===== src/smls_pkg.sv =====
// Package of constants and types for the servo mode and limit selector.
package smls_pkg;

  // Parameter register offsets.
  localparam logic [15:0] SMLS_ADDR_MONITOR_SELECT = 16'h0006;
  localparam logic [15:0] SMLS_ADDR_TORQUE_FULL_SCALE = 16'h0152;
  localparam logic [15:0] SMLS_ADDR_MAX_SPEED = 16'h0200;
  localparam logic [15:0] SMLS_ADDR_LIMIT_ENABLE = 16'h0202;
  localparam logic [15:0] SMLS_ADDR_CONTROL_MODE = 16'h0204;
  localparam logic [15:0] SMLS_ADDR_SPEED_PARAM_BASE = 16'h0210;
  localparam logic [15:0] SMLS_ADDR_TORQUE_PARAM_BASE = 16'h0220;

  // Reset values and ranges.
  localparam logic [15:0] SMLS_FULL_SCALE_RESET = 16'h0064;
  localparam logic [15:0] SMLS_FULL_SCALE_MAX = 16'h03E8;
  localparam logic [15:0] SMLS_MONITOR_RESET = 16'h0001;
  localparam logic [15:0] SMLS_MONITOR_DIGIT_MAX = 16'h0007;
  localparam logic [15:0] SMLS_MAX_SPEED_RESET = 16'h1388;
  localparam logic [15:0] SMLS_LIMIT_ENABLE_RESET = 16'h0000;
  localparam logic [15:0] SMLS_PARAM_RESET = 16'h0000;

  // Limit enable field positions.
  localparam int SMLS_SPEED_LIMIT_BIT = 0;
  localparam int SMLS_TORQUE_LIMIT_BIT = 1;

  // Monitor digit fields.
  localparam int SMLS_MONITOR_CHANNEL_ONE_LSB = 4;
  localparam int SMLS_MONITOR_CHANNEL_TWO_LSB = 0;

  // Control mode codes.
  localparam logic [7:0] SMLS_MODE_PULSE_POSITION = 8'h00;
  localparam logic [7:0] SMLS_MODE_INTERNAL_POSITION = 8'h01;
  localparam logic [7:0] SMLS_MODE_SPEED = 8'h02;
  localparam logic [7:0] SMLS_MODE_TORQUE = 8'h03;
  localparam logic [7:0] SMLS_MODE_ZERO_SPEED = 8'h04;
  localparam logic [7:0] SMLS_MODE_ZERO_TORQUE = 8'h05;
  localparam logic [7:0] SMLS_MODE_POSITION_SPEED_DUAL = 8'h06;
  localparam logic [7:0] SMLS_MODE_POSITION_TORQUE_DUAL = 8'h07;
  localparam logic [7:0] SMLS_MODE_SPEED_TORQUE_DUAL = 8'h0A;

  // Analog scaling: input in millivolts, 10 V full scale, result in whole percent.
  localparam logic [31:0] SMLS_VOLT_DIVISOR = 32'h0000_2710;
  localparam logic [31:0] SMLS_PCT_MULT = 32'h0000_0064;

  // Debounce time and derived cycle count at the 200 MHz clock.
  localparam int SMLS_CLK_MHZ = 200;
  localparam int SMLS_DEBOUNCE_NS = 1000;
  localparam int SMLS_DEBOUNCE_CYCLES = (SMLS_DEBOUNCE_NS * SMLS_CLK_MHZ) / 1000;
  localparam int SMLS_DEBOUNCE_W = 8;

  // Digital-input count.
  localparam int SMLS_DI_COUNT = 7;

  // Monitor source digits.
  localparam logic [3:0] SMLS_MON_MOTOR_SPEED = 4'h0;
  localparam logic [3:0] SMLS_MON_MOTOR_TORQUE = 4'h1;
  localparam logic [3:0] SMLS_MON_PULSE_FREQ = 4'h2;
  localparam logic [3:0] SMLS_MON_SPEED_CMD = 4'h3;
  localparam logic [3:0] SMLS_MON_TORQUE_CMD = 4'h4;
  localparam logic [3:0] SMLS_MON_BUS_VOLTAGE = 4'h5;

  typedef enum logic [2:0] {
    SMLS_LOOP_PULSE_POSITION,
    SMLS_LOOP_INTERNAL_POSITION,
    SMLS_LOOP_SPEED,
    SMLS_LOOP_ZERO_SPEED,
    SMLS_LOOP_TORQUE,
    SMLS_LOOP_ZERO_TORQUE
  } smls_loop_t;

endpackage


===== src/smls_debounce.sv =====
// Two-flop synchroniser and debounce filter for one digital input.
`timescale 1ns/10ps
module smls_debounce (
  // Clock and reset.
  input  wire logic clk_sys,
  input  wire logic rstn,
  // Raw and filtered level.
  input  wire logic din,
  output logic      dout
);
  import smls_pkg::*;

  logic                       sync_a;
  logic                       sync_b;
  logic [SMLS_DEBOUNCE_W-1:0] stable_cnt;

  always_ff @(posedge clk_sys) begin
    if (!rstn) begin
      sync_a <= 1'b0;
      sync_b <= 1'b0;
    end else begin
      sync_a <= din;
      sync_b <= sync_a;
    end
  end

  // The output follows only after the input has held for the debounce time.
  always_ff @(posedge clk_sys) begin
    if (!rstn) begin
      stable_cnt <= '0;
      dout       <= 1'b0;
    end else if (sync_b == dout) begin
      stable_cnt <= '0;
    end else if (stable_cnt == SMLS_DEBOUNCE_W'(SMLS_DEBOUNCE_CYCLES - 1)) begin
      stable_cnt <= '0;
      dout       <= sync_b;
    end else begin
      stable_cnt <= stable_cnt + 1'b1;
    end
  end

endmodule


===== src/smls_mode_select.sv =====
// Servo control-mode, command-source and limit selection with analog scaling.
//
// Contract
// - Torque mode: torque command percent = volts times full scale over ten.
// - Position and speed modes: torque limit percent from same analog scaling.
// - Torque full scale is 0 to 1000 percent, default 100.
// - Zero-reference torque forces zero; analog torque mode uses analog input.
// - Code 06: pulse position or speed, chosen by speed-position input.
// - Code 07: pulse position or torque, chosen by torque-position input.
// - Code 0A: speed or torque, chosen by speed-torque input.
// - No dual mode joins zero-speed and zero-torque modes.
// - Position/speed dual: pulse position, speed from analog or internal.
// - Speed/torque dual: switch on gives torque, off gives speed.
// - Speed selectors choose analog or one of three speed parameters.
// - Torque selectors choose analog or one of three torque parameters.
// - Position/torque dual: pulse position, torque from analog or internal.
// - Motor speed always clamped to maximum-speed parameter.
// - Speed limit only in torque mode, when its enable bit is one.
// - Speed limit from selected speed parameter or analog input.
// - Torque limit only in pulse position or speed loop, when enabled.
// - Torque limit from selected torque parameter or analog input.
// - Two monitor channels chosen by select parameter 00 to 77.
// - Input functions reassigned only in torque mode (selector pins swapped) and dual modes (switch pins).
// - Monitor digit picks speed, torque, pulse, commands or bus voltage.
// - High digit drives channel one, low digit channel two.
`timescale 1ns/10ps
module smls_mode_select (
  // Clock and reset.
  input  wire logic        clk_sys,
  input  wire logic        rstn,
  // Parameter write and read port.
  input  wire logic        param_wr,
  input  wire logic [15:0] param_addr,
  input  wire logic [15:0] param_wdata,
  output logic      [15:0] param_rdata,
  // Digital inputs in pin order (reassigned by mode).
  input  wire logic [6:0]  di_pins,
  // Analog references in millivolts, signed.
  input  wire logic [15:0] analog_torque_mv,
  input  wire logic [15:0] analog_speed_mv,
  // Drive quantities for monitoring.
  input  wire logic [15:0] motor_speed,
  input  wire logic [15:0] motor_torque,
  input  wire logic [15:0] pulse_freq,
  input  wire logic [15:0] bus_voltage,
  // Selected loop and commands.
  output smls_pkg::smls_loop_t active_loop,
  output logic      [15:0] speed_command,
  output logic      [15:0] torque_command,
  output logic      [15:0] speed_limit,
  output logic             speed_limit_active,
  output logic      [15:0] torque_limit,
  output logic             torque_limit_active,
  output logic             pulse_position_source,
  // Monitor channels.
  output logic      [15:0] monitor_channel_one,
  output logic      [15:0] monitor_channel_two
);
  import smls_pkg::*;

  logic [15:0]    monitor_select_param;
  logic [15:0]    torque_full_scale_param;
  logic [15:0]    max_speed_param;
  logic [15:0]    limit_enable_param;
  logic [7:0]     control_mode;
  logic [15:0]    speed_param [3];
  logic [15:0]    torque_param [3];
  logic [6:0]     di_clean;
  logic           speed_select_bit0;
  logic           speed_select_bit1;
  logic           torque_select_bit0;
  logic           torque_select_bit1;
  logic           speed_position_switch;
  logic           torque_position_switch;
  logic           speed_torque_switch;
  logic           analog_torque_input;
  smls_loop_t     next_loop;
  logic [15:0]    analog_pct;
  logic [31:0]    scaled;
  logic [15:0]    next_speed_sel;
  logic [15:0]    next_torque_sel;
  logic [15:0]    next_speed_cmd;
  logic [15:0]    next_torque_cmd;
  logic [15:0]    clamp_speed;

  // Each digital input is cleaned before it can change the mode.
  genvar gi;
  generate
    for (gi = 0; gi < SMLS_DI_COUNT; gi++) begin : g_di
      smls_debounce u_deb (
        .clk_sys (clk_sys),
        .rstn    (rstn),
        .din     (di_pins[gi]),
        .dout    (di_clean[gi])
      );
    end
  endgenerate

  // Pin functions follow the selected mode; single modes reuse pins for selectors.
  always_comb begin
    speed_select_bit0      = di_clean[0];
    speed_select_bit1      = di_clean[1];
    torque_select_bit0     = di_clean[2];
    torque_select_bit1     = di_clean[3];
    speed_position_switch  = 1'b0;
    torque_position_switch = 1'b0;
    speed_torque_switch    = 1'b0;
    if (control_mode == SMLS_MODE_POSITION_SPEED_DUAL) begin
      speed_position_switch = di_clean[4];
    end else if (control_mode == SMLS_MODE_POSITION_TORQUE_DUAL) begin
      torque_position_switch = di_clean[5];
    end else if (control_mode == SMLS_MODE_SPEED_TORQUE_DUAL) begin
      speed_torque_switch = di_clean[6];
    end else if (control_mode == SMLS_MODE_TORQUE) begin
      torque_select_bit0 = di_clean[0];
      torque_select_bit1 = di_clean[1];
      speed_select_bit0  = di_clean[2];
      speed_select_bit1  = di_clean[3];
    end
  end

  // Parameter writes; out-of-range full scale and monitor digits are ignored.
  always_ff @(posedge clk_sys) begin
    if (!rstn) begin
      monitor_select_param    <= SMLS_MONITOR_RESET;
      torque_full_scale_param <= SMLS_FULL_SCALE_RESET;
      max_speed_param         <= SMLS_MAX_SPEED_RESET;
      limit_enable_param      <= SMLS_LIMIT_ENABLE_RESET;
      control_mode            <= SMLS_MODE_PULSE_POSITION;
      for (int i = 0; i < 3; i++) begin
        speed_param[i]  <= SMLS_PARAM_RESET;
        torque_param[i] <= SMLS_PARAM_RESET;
      end
    end else if (param_wr) begin
      if (param_addr == SMLS_ADDR_MONITOR_SELECT) begin
        if (param_wdata[3:0] <= SMLS_MONITOR_DIGIT_MAX[3:0] && param_wdata[7:4] <=
            SMLS_MONITOR_DIGIT_MAX[3:0] && param_wdata[15:8] == 8'h00) begin
          monitor_select_param <= param_wdata;
        end
      end else if (param_addr == SMLS_ADDR_TORQUE_FULL_SCALE) begin
        if (param_wdata <= SMLS_FULL_SCALE_MAX) begin
          torque_full_scale_param <= param_wdata;
        end
      end else if (param_addr == SMLS_ADDR_MAX_SPEED) begin
        max_speed_param <= param_wdata;
      end else if (param_addr == SMLS_ADDR_LIMIT_ENABLE) begin
        limit_enable_param <= param_wdata;
      end else if (param_addr == SMLS_ADDR_CONTROL_MODE) begin
        // Codes for unsupported dual combinations are refused.
        if (param_wdata[7:0] <= SMLS_MODE_POSITION_TORQUE_DUAL ||
            param_wdata[7:0] == SMLS_MODE_SPEED_TORQUE_DUAL) begin
          control_mode <= param_wdata[7:0];
        end
      end else begin
        for (int i = 0; i < 3; i++) begin
          if (param_addr == SMLS_ADDR_SPEED_PARAM_BASE + 16'(2 * i)) begin
            speed_param[i] <= param_wdata;
          end
          if (param_addr == SMLS_ADDR_TORQUE_PARAM_BASE + 16'(2 * i)) begin
            torque_param[i] <= param_wdata;
          end
        end
      end
    end
  end

  // Read data come from a register one cycle after the address.
  always_ff @(posedge clk_sys) begin
    if (!rstn) begin
      param_rdata <= '0;
    end else if (param_addr == SMLS_ADDR_MONITOR_SELECT) begin
      param_rdata <= monitor_select_param;
    end else if (param_addr == SMLS_ADDR_TORQUE_FULL_SCALE) begin
      param_rdata <= torque_full_scale_param;
    end else if (param_addr == SMLS_ADDR_MAX_SPEED) begin
      param_rdata <= max_speed_param;
    end else if (param_addr == SMLS_ADDR_LIMIT_ENABLE) begin
      param_rdata <= limit_enable_param;
    end else if (param_addr == SMLS_ADDR_CONTROL_MODE) begin
      param_rdata <= {8'h00, control_mode};
    end else begin
      param_rdata <= '0;
    end
  end

  // Loop choice from the mode code and the dual-mode switch inputs.
  always_comb begin
    next_loop = SMLS_LOOP_PULSE_POSITION;
    case (control_mode)
      SMLS_MODE_INTERNAL_POSITION: next_loop = SMLS_LOOP_INTERNAL_POSITION;
      SMLS_MODE_SPEED:             next_loop = SMLS_LOOP_SPEED;
      SMLS_MODE_TORQUE:            next_loop = SMLS_LOOP_TORQUE;
      SMLS_MODE_ZERO_SPEED:        next_loop = SMLS_LOOP_ZERO_SPEED;
      SMLS_MODE_ZERO_TORQUE:       next_loop = SMLS_LOOP_ZERO_TORQUE;
      SMLS_MODE_POSITION_SPEED_DUAL: begin
        next_loop = speed_position_switch ? SMLS_LOOP_SPEED
                                          : SMLS_LOOP_PULSE_POSITION;
      end
      SMLS_MODE_POSITION_TORQUE_DUAL: begin
        next_loop = torque_position_switch ? SMLS_LOOP_TORQUE
                                           : SMLS_LOOP_PULSE_POSITION;
      end
      SMLS_MODE_SPEED_TORQUE_DUAL: begin
        next_loop = speed_torque_switch ? SMLS_LOOP_TORQUE
                                        : SMLS_LOOP_SPEED;
      end
      default:                     next_loop = SMLS_LOOP_PULSE_POSITION;
    endcase
  end

  // Analog torque percent; negative input reads as zero, overflow saturates.
  always_comb begin
    scaled = 32'(analog_torque_mv[14:0]) * 32'(torque_full_scale_param);
    scaled = scaled / SMLS_VOLT_DIVISOR;
    if (analog_torque_mv[15]) begin
      analog_pct = '0;
    end else if (scaled > 32'(SMLS_FULL_SCALE_MAX)) begin
      analog_pct = SMLS_FULL_SCALE_MAX;
    end else begin
      analog_pct = scaled[15:0];
    end
  end

  // Source selectors: code zero takes the analog input.
  always_comb begin
    analog_torque_input = {torque_select_bit1, torque_select_bit0} == 2'b00;
    case ({speed_select_bit1, speed_select_bit0})
      2'b00:   next_speed_sel = analog_speed_mv;
      2'b01:   next_speed_sel = speed_param[0];
      2'b10:   next_speed_sel = speed_param[1];
      default: next_speed_sel = speed_param[2];
    endcase
    case ({torque_select_bit1, torque_select_bit0})
      2'b00:   next_torque_sel = analog_pct;
      2'b01:   next_torque_sel = torque_param[0];
      2'b10:   next_torque_sel = torque_param[1];
      default: next_torque_sel = torque_param[2];
    endcase
  end

  // Speed command is clamped to the maximum speed whatever the mode.
  always_comb begin
    clamp_speed = (next_speed_sel > max_speed_param) ? max_speed_param
                                                     : next_speed_sel;
    next_speed_cmd = '0;
    next_torque_cmd = '0;
    if (next_loop == SMLS_LOOP_SPEED) begin
      next_speed_cmd = clamp_speed;
    end else if (next_loop == SMLS_LOOP_TORQUE) begin
      next_torque_cmd = analog_torque_input ? analog_pct : next_torque_sel;
    end else if (next_loop == SMLS_LOOP_ZERO_TORQUE) begin
      next_torque_cmd = '0;
    end
  end

  always_ff @(posedge clk_sys) begin
    if (!rstn) begin
      active_loop           <= SMLS_LOOP_PULSE_POSITION;
      speed_command         <= '0;
      torque_command        <= '0;
      pulse_position_source <= 1'b0;
    end else begin
      active_loop           <= next_loop;
      speed_command         <= next_speed_cmd;
      torque_command        <= next_torque_cmd;
      pulse_position_source <= next_loop == SMLS_LOOP_PULSE_POSITION;
    end
  end

  // Limits apply only in the loops and with the enable bits that allow them.
  always_ff @(posedge clk_sys) begin
    if (!rstn) begin
      speed_limit         <= '0;
      speed_limit_active  <= 1'b0;
      torque_limit        <= '0;
      torque_limit_active <= 1'b0;
    end else begin
      speed_limit_active  <= next_loop == SMLS_LOOP_TORQUE &&
                             limit_enable_param[SMLS_SPEED_LIMIT_BIT];
      speed_limit         <= clamp_speed;
      torque_limit_active <= (next_loop == SMLS_LOOP_PULSE_POSITION ||
                              next_loop == SMLS_LOOP_SPEED) &&
                             limit_enable_param[SMLS_TORQUE_LIMIT_BIT];
      torque_limit        <= next_torque_sel;
    end
  end

  // Monitor routing, one digit per channel.
  function automatic logic [15:0] smls_mon_pick(input logic [3:0] digit);
    case (digit)
      SMLS_MON_MOTOR_SPEED:  smls_mon_pick = motor_speed;
      SMLS_MON_MOTOR_TORQUE: smls_mon_pick = motor_torque;
      SMLS_MON_PULSE_FREQ:   smls_mon_pick = pulse_freq;
      SMLS_MON_SPEED_CMD:    smls_mon_pick = speed_command;
      SMLS_MON_TORQUE_CMD:   smls_mon_pick = torque_command;
      SMLS_MON_BUS_VOLTAGE:  smls_mon_pick = bus_voltage;
      default:               smls_mon_pick = '0;
    endcase
  endfunction

  always_ff @(posedge clk_sys) begin
    if (!rstn) begin
      monitor_channel_one <= '0;
      monitor_channel_two <= '0;
    end else begin
      monitor_channel_one <= smls_mon_pick(monitor_select_param[SMLS_MONITOR_CHANNEL_ONE_LSB +: 4]);
      monitor_channel_two <= smls_mon_pick(monitor_select_param[SMLS_MONITOR_CHANNEL_TWO_LSB +: 4]);
    end
  end

endmodule


===== config.mk =====
export PLATFORM = sky130hd
export DESIGN_NAME = smls_mode_select
export DESIGN_NICKNAME = d
export VERILOG_FILES = /design/src/smls_pkg.sv /design/src/smls_debounce.sv /design/src/smls_mode_select.sv
export SDC_FILE = /design/constraint.sdc
export NUM_CORES = 1
export LEC_CHECK = 0
export BUFFER_PORTS_ARGS = -buffer_cell sky130_fd_sc_hd__buf_4
export CORE_MARGIN = 2
export CORE_UTILIZATION = 25
export CTS_CLUSTER_DIAMETER = 30
export CTS_CLUSTER_SIZE = 16
export DETAILED_ROUTE_END_ITERATION = 8
export GPL_ROUTABILITY_DRIVEN = 0
export GPL_TIMING_DRIVEN = 0
export RECOVER_POWER = 25
export SETUP_SLACK_MARGIN = 0.3
export SLEW_MARGIN = 20
export SYNTH_ARGS = -nofsm -noshare
export SYNTH_HDL_FRONTEND = slang
export SYNTH_HIERARCHICAL = 1
export SYNTH_SLANG_ARGS = --single-unit
export TNS_END_PERCENT = 50

===== constraint.sdc =====
create_clock -name clk_sys -period 20.5 [get_ports clk_sys]
set_input_delay 1.025 -clock clk_sys [delete_from_list [all_inputs] [get_ports clk_sys]]
set_output_delay 1.025 -clock clk_sys [all_outputs]
set_load 0.02 [all_outputs]

Word-level counts from Yosys, hierarchy flattened
Memory sizes are Yosys's and may differ from the RTL's.
Cells that the tools add are included.
W data, S select, Z words.
{"block": "totals", "register_bits": 267, "latch_bits": 0, "mem_bits_rw": 96, "mem_bits_ro": 0, "in_bits": 138, "output_inout_bits": 118, "wordCells": 263, "n_memories": 2}
{"memory": "speed_param", "words": 3, "word_bits": 16, "read_ports": 3, "rd_clocked_by_memory_dff": 0, "write_ports": 3, "line": "smls_mode_select.sv:66", "text": "logic [15:0] speed_param [3];"}
{"memory": "torque_param", "words": 3, "word_bits": 16, "read_ports": 3, "rd_clocked_by_memory_dff": 0, "write_ports": 3, "line": "smls_mode_select.sv:67", "text": "logic [15:0] torque_param [3];"}
{"block": "classes", "addsub": 7, "mul": 1, "div_mod_pow": 1, "order_cmp": 6, "n_eq_ne": 50, "shifts": 0, "n_mux": 100, "bitwise_logic": 19, "n_reduce_logical": 33}
{"op": "$mux W16", "n": 14}
{"op": "$pmux W16 S6", "n": 2}
{"op": "$eq A16 B10 Y1 const B", "n": 9}
{"op": "$pmux W16 S3", "n": 2}
{"op": "$mux W1", "n": 77}
{"op": "$add A8 B1 Y8 const B", "n": 7}
{"op": "$eq A8 B8 Y1 const B", "n": 7}
{"op": "$div A31 B14 Y32 const B", "n": 1}
{"op": "$eq A8 B3 Y1 const B", "n": 4}
{"op": "$gt A32 B10 Y1 const B", "n": 1}
{"op": "$mul A15 B16 Y31", "n": 1}
{"op": "$pmux W3 S8", "n": 1}
{"op": "$reduce_or A3 Y1", "n": 8}
{"op": "$eq A16 B3 Y1 const B", "n": 1}
{"op": "$eq A16 B9 Y1 const B", "n": 1}
{"op": "$eq A4 B2 Y1 const B", "n": 4}
{"op": "$eq A4 B3 Y1 const B", "n": 4}
{"op": "$eq A8 B2 Y1 const B", "n": 2}
{"op": "$eq A8 B4 Y1 const B", "n": 2}
{"op": "$gt A16 B16 Y1", "n": 1}
{"op": "$le A16 B10 Y1 const B", "n": 1}
{"op": "$reduce_and A2 Y1", "n": 8}
{"op": "$not A1 Y1", "n": 13}
{"op": "$eq A4 B1 Y1 const B", "n": 2}
{"op": "22 further kinds", "n": 44}

Depth between registers and ports, before layout
{"block": "depth", "depth_word": 11, "ltp_mapped": 88, "mapped_depth_nobuf": 75}

Modules after synthesis
The synthesis kept the hierarchy.
{"module": "smls_mode_select", "n_inst": 1, "cells_each": 3165, "area_per_inst_um2": 27184.8, "seq_area_each_um2": 6686.4}
{"module": "smls_debounce", "n_inst": 7, "cells_each": 49, "area_per_inst_um2": 471.7, "seq_area_each_um2": 220.2}

Least setup slack after synthesis
No wires, ideal clock.
{"block": "synth_path", "kind": "input -> register", "start": "input analog_torque_mv[14]", "end": "register torque_command[0]", "setup_time_ns": 0.128, "arrival_time_ns": 21.176, "slack_ns": -0.804, "stages": 79, "n_path_buf": 7, "path_cell_list": "clkbuf_1 > nand2_1 > fa_1 > fa_1 > inv_1 > fa_1 > fa_1 > fa_1 > inv_1 > fa_1 > inv_1 > ha_1 > buf_2 > nand2_1 > or3_1 > a211oi_1 > nor3_2 > xor2_2 > [43 not listed] > mux2i_1 > a21oi_1 > a311oi_4 > xor2_2 > a211oi_2 > a311oi_2 > o21ai_2 > nand2_1 > maj3_2 > xnor2_2 > mux2i_1 > nor3_1 > o41ai_1 > mux2i_1 > o22ai_1 > o311ai_1 > a221oi_2 > nor2_1"}
{"block": "synth_between", "elab_chain_len": 7}
{"element": "start: declaration", "line": "smls_mode_select.sv:39", "text": "input wire logic [15:0] analog_torque_mv,"}
{"element": "$mul A15 B16 Y31 (*)", "line": "smls_mode_select.sv:213", "text": "scaled = 32'(analog_torque_mv[14:0]) * 32'(torque_full_scale_param);"}
{"element": "$div A31 B14 Y32 (*)", "line": "smls_mode_select.sv:214", "text": "scaled = scaled / SMLS_VOLT_DIVISOR;"}
{"element": "$gt A32 B10 Y1", "line": "smls_mode_select.sv:217", "text": "end else if (scaled > 32'(SMLS_FULL_SCALE_MAX)) begin"}
{"element": "$mux W16 (*)", "line": "smls_mode_select.sv:217"}
{"element": "$mux W16 (*)", "line": "smls_mode_select.sv:215", "text": "if (analog_torque_mv[15]) begin"}
{"element": "$pmux W16 S3", "line": "smls_mode_select.sv:233", "text": "case ({torque_select_bit1, torque_select_bit0})"}
{"element": "$mux W16 (*)", "line": "smls_mode_select.sv:250", "text": "next_torque_cmd = analog_torque_input ? analog_pct : next_torque_sel;"}
{"element": "end signal: assignment", "line": "smls_mode_select.sv:265", "text": "torque_command <= next_torque_cmd;"}
{"element": "end: declaration", "line": "smls_mode_select.sv:49", "text": "output logic [15:0] torque_command,"}
Every way passes the cells marked *; elsewhere a longest branch is shown, timed or not.
A chain may end at the register's enable or synchronous reset.

Worst setup path after layout
{"block": "layout_path", "start": "input analog_torque_mv[0]", "end": "register torque_command[8]"}
The elaborated chain is that of the path after synthesis.

==> metrics.md <==
| Metric | Value |
|---|---|
| Fmax | 46.8 MHz |
| Max-cap viol count | 1 |
| GR Util All Layers | 0.160 |
| Vias | 29900 |
| Post-synth ARST share | 0 |
| Worst-Margin Slew | 2.21 ns |
| Main area contributors after synthesis | dfxtp_1 (18%), fa_1 (12%), edfxtp_1 (9.5%) |
| Fin util | 0.345 |
| Starting Density | 0.251 |
| Top Layer Used | met5 |
| Number of flops mapped to enable cells by yosys | 96 |
| Core box area | 121000 um^2 |
| Clk buf depth | 3 |
| Grt total ovfl | 0 |
| # rows | 128 |
| Simple logic cell fraction of the synthesized area | 0.217 |
| Mapped Avg Cell Area | 8.69 um^2 |
| CP max stage cell | or4_4 |
| Met3 wire len | 6190 um |
| Wl on met1 | 44500 um |
| Top-area cell type share of the netlist area | 0.175 |
| Max incr delay on CP | 0.63 ns |
| Worst R2R Start | torque_full_scale_param[5] |
| Main combinational cell family by area after synthesis | compound AO/OA/AOI/OAI gates |
| Layout cells sized above 1 | 0.281 |
| Worst setup startpoint | analog_torque_mv[0] |
| Largest net degree at the start of global routing | 55 |
| HP Start | g_di[2].u_deb/sync_a |
| Outcome | finished, violations left |
| Buf+Inv Stages, Crit Path | 16 |
| Inserted Clock Buffers | 48 |
| Design area | 41800 um^2 |
| Post-DP HPWL | 79000 um |
| Final setup violation count | 14 |
| Detail Route Antenna Nets | 0 |
| Hold buffer count at CTS | 0 |
| Critical Path RT | 20.97 ns |
| Adder-Cell Fraction of Synth Area | 0.169 |
| Post-DP Area | 35200 um^2 |
| DIE WIDTH | 353 um |
| Wire per inst | between 15 and 20 um |
| Synth Warn # | 6 |
| Dpl ws | -3.91 ns |
| NumNets Final | 4506 |
| CTS Root Cell | clkbuf_16 |
| Port Buffers | 251 |
| Top_reg_cell synth | dfxtp_1 |
| Mux contribution to synthesized area | 0.0312 |
| Clock Latency Late Sink | 0.57 ns |
| Final period demand of the worst path | ~21 ns |
| Fillers | 12300 |
| Crit Path Max Fanout | 10 |
| Hold Path Class | reg -> reg |
| TritonCTS clock tree | built |
| Mapped Cells | 3508 |
| DRC Markers | 0 |
| Initial antenna violation count | 1 |
| Post-synthesis sequential area ratio | 0.270 |
| Boundary Pins | roughly 260 |
| Vias per cell | 5.22 |
| Setup CP Type | in -> reg |
| Vias in the first global route | 29000 |
| CP Launch Type | input port |
| CP top delay family | compound AO/OA/AOI/OAI gates |
| Synth Register Bits | 363 |
| Max Slew Vio Count | 55 |
| Setup ws final | -0.845 ns |
| Distinct cells, synth | 128 |
| Most frequent cell after synthesis | nand2_1 |
| WL met2 | between 50000 and 60000 um |
| Failing checks | capacitance limit, slew limit, setup timing |
| Final hold vios | 0 |
| Yosys top cell by area | dfxtp_1 |
| Chip Height | 353 um |
| DR pass1 iterations | 6 |
| Mapped Nets | 3944 |
| Tcrit/Tclk final | 1.04 |
| WHS | 0.444 ns |
| Xor/xnor share of the synthesized area | 0.0440 |
| H-tree depth | 2 |
| Synth-to-layout area growth | 37.2% |
| Fin Clk Skew | slightly below 0.04 ns |
| Clock Pin Slew Worst Setup and Hold Paths | 0.06 ns |
| Slew Limit Headroom | -0.471 |
| First-pass GRT wire length | between 150000 and 200000 um |
| 1st-iter DRT viols | between 2000 and 3000 |
| Mapped cell area | 30500 um^2 |
| Compound-Gate Fraction of Synth Area | 0.220 |
| Routed WL | around 110000 um |
| RSZ-0062 raised after global routing | yes |
| CP arrival | 21.82 ns |
| Synth cell count leaders | nand2_1 (375), dfxtp_1 (267), inv_1 (238) |
| Full die area | 125000 um^2 |
| Worst setup EP type | flip-flop |
| Clock sinks | 363 |
| Cell mode on critical path | buf_6 |
[per-stage QoR]
| stage | std cells | setup TNS [ns] |
|---|---|---|
| after floorplan | 3508 | 0 |
| after global placement | 5384 | -65.42 |
| after detailed placement | 5391 | -66.02 |
| after CTS | 5659 | -5.42 |
| after global routing | 5734 | -21.98 |
| final | 5735 | -10.70 |
[worst paths after layout]
check	end	slack [ns]	depth (start not counted)
worst max-delay path	torque_command[8]	-0.85	83
worst min-delay path	g_di[2].u_deb/sync_b	0.44	1
worst max register to register	torque_command[8]	-0.77	81
worst min register to register	g_di[2].u_deb/sync_b	0.44	1
[registers in the layout, summed over array words and instances, names as in the netlist, 8 cells and up]
register / flops
control_mode: 8
g_di.u_deb/stable_cnt: 56
limit_enable_param: 16
max_speed_param: 16
monitor_channel_one: 16
monitor_channel_two: 16
monitor_select_param: 16
param_rdata: 16
speed_command: 16
speed_limit: 16
speed_param: 48
torque_command: 16
torque_full_scale_param: 16
torque_limit: 16
torque_param: 48
[routing by layer]
| layer | global-route usage | vias up |
|---|---|---|
| met5 | 0 | - |
| met3 | 0.0174 | 235 |
| met1 | 0.206 | 14700 |
| met2 | 0.276 | 1186 |
| li1 | - | 13900 |
| met4 | 0.0557 | 2 |
[cell type report]
class	instances	area (um^2)	share of cell area
Clock buffer	53	1270	0.0304
Inverter	239	897	0.0214
Buffer	146	1130	0.0270
Timing Repair Buffer	512	3920	0.0937
Tap cell	1625	2030	0.0486
Clock inverter	36	403	0.00963
Multi-Input combinational cell	2760	23900	0.571
Sequential cell	363	8270	0.198
Antenna cell	1	2.50	0.0000598
[cells by family after synthesis]
| family | count (synthesis) |
|---|---|
| DFF | 363 |
| xor gates and xnor gates | 145 |
| adders and majority gates | 306 |
| AOI/OAI and AO/OA | 935 |
| muxes | 92 |
| and+or+nand+nor | 1282 |
| buffers and inverters | 385 |
[cell usage in the layout, fill, tap and decap left out, drive strengths merged, types with 29 or more instances in the layout]
cell | synthesis | routed
xnor2 | 90 | 90
o21a | 29 | 29
nor2 | 223 | 223
o211ai | 39 | 39
clkbuf | 103 | 209
buf | 43 | 502
and3 | 44 | 44
edfxtp | 96 | 96
a31oi | 68 | 68
dfxtp | 267 | 267
nand3 | 70 | 70
o21ai | 136 | 136
nand4 | 45 | 45
fa | 180 | 180
inv | 239 | 254
nor3 | 118 | 118
ha | 118 | 118
a21oi | 212 | 212
and2 | 215 | 215
nand2 | 377 | 377
mux2i | 80 | 80
a211oi | 52 | 52
xor2 | 55 | 55
a22oi | 125 | 125
[repair_timing]
item,in CTS,in global routing
buffers inserted,178,75
cloned,1,0
pin swaps,181,113
endpoints found under the setup margin,20,20
resized for setup,407,236
Power is not shown: default switching activity piles up to over one toggle a cycle in this logic, so the estimate is an artifact.
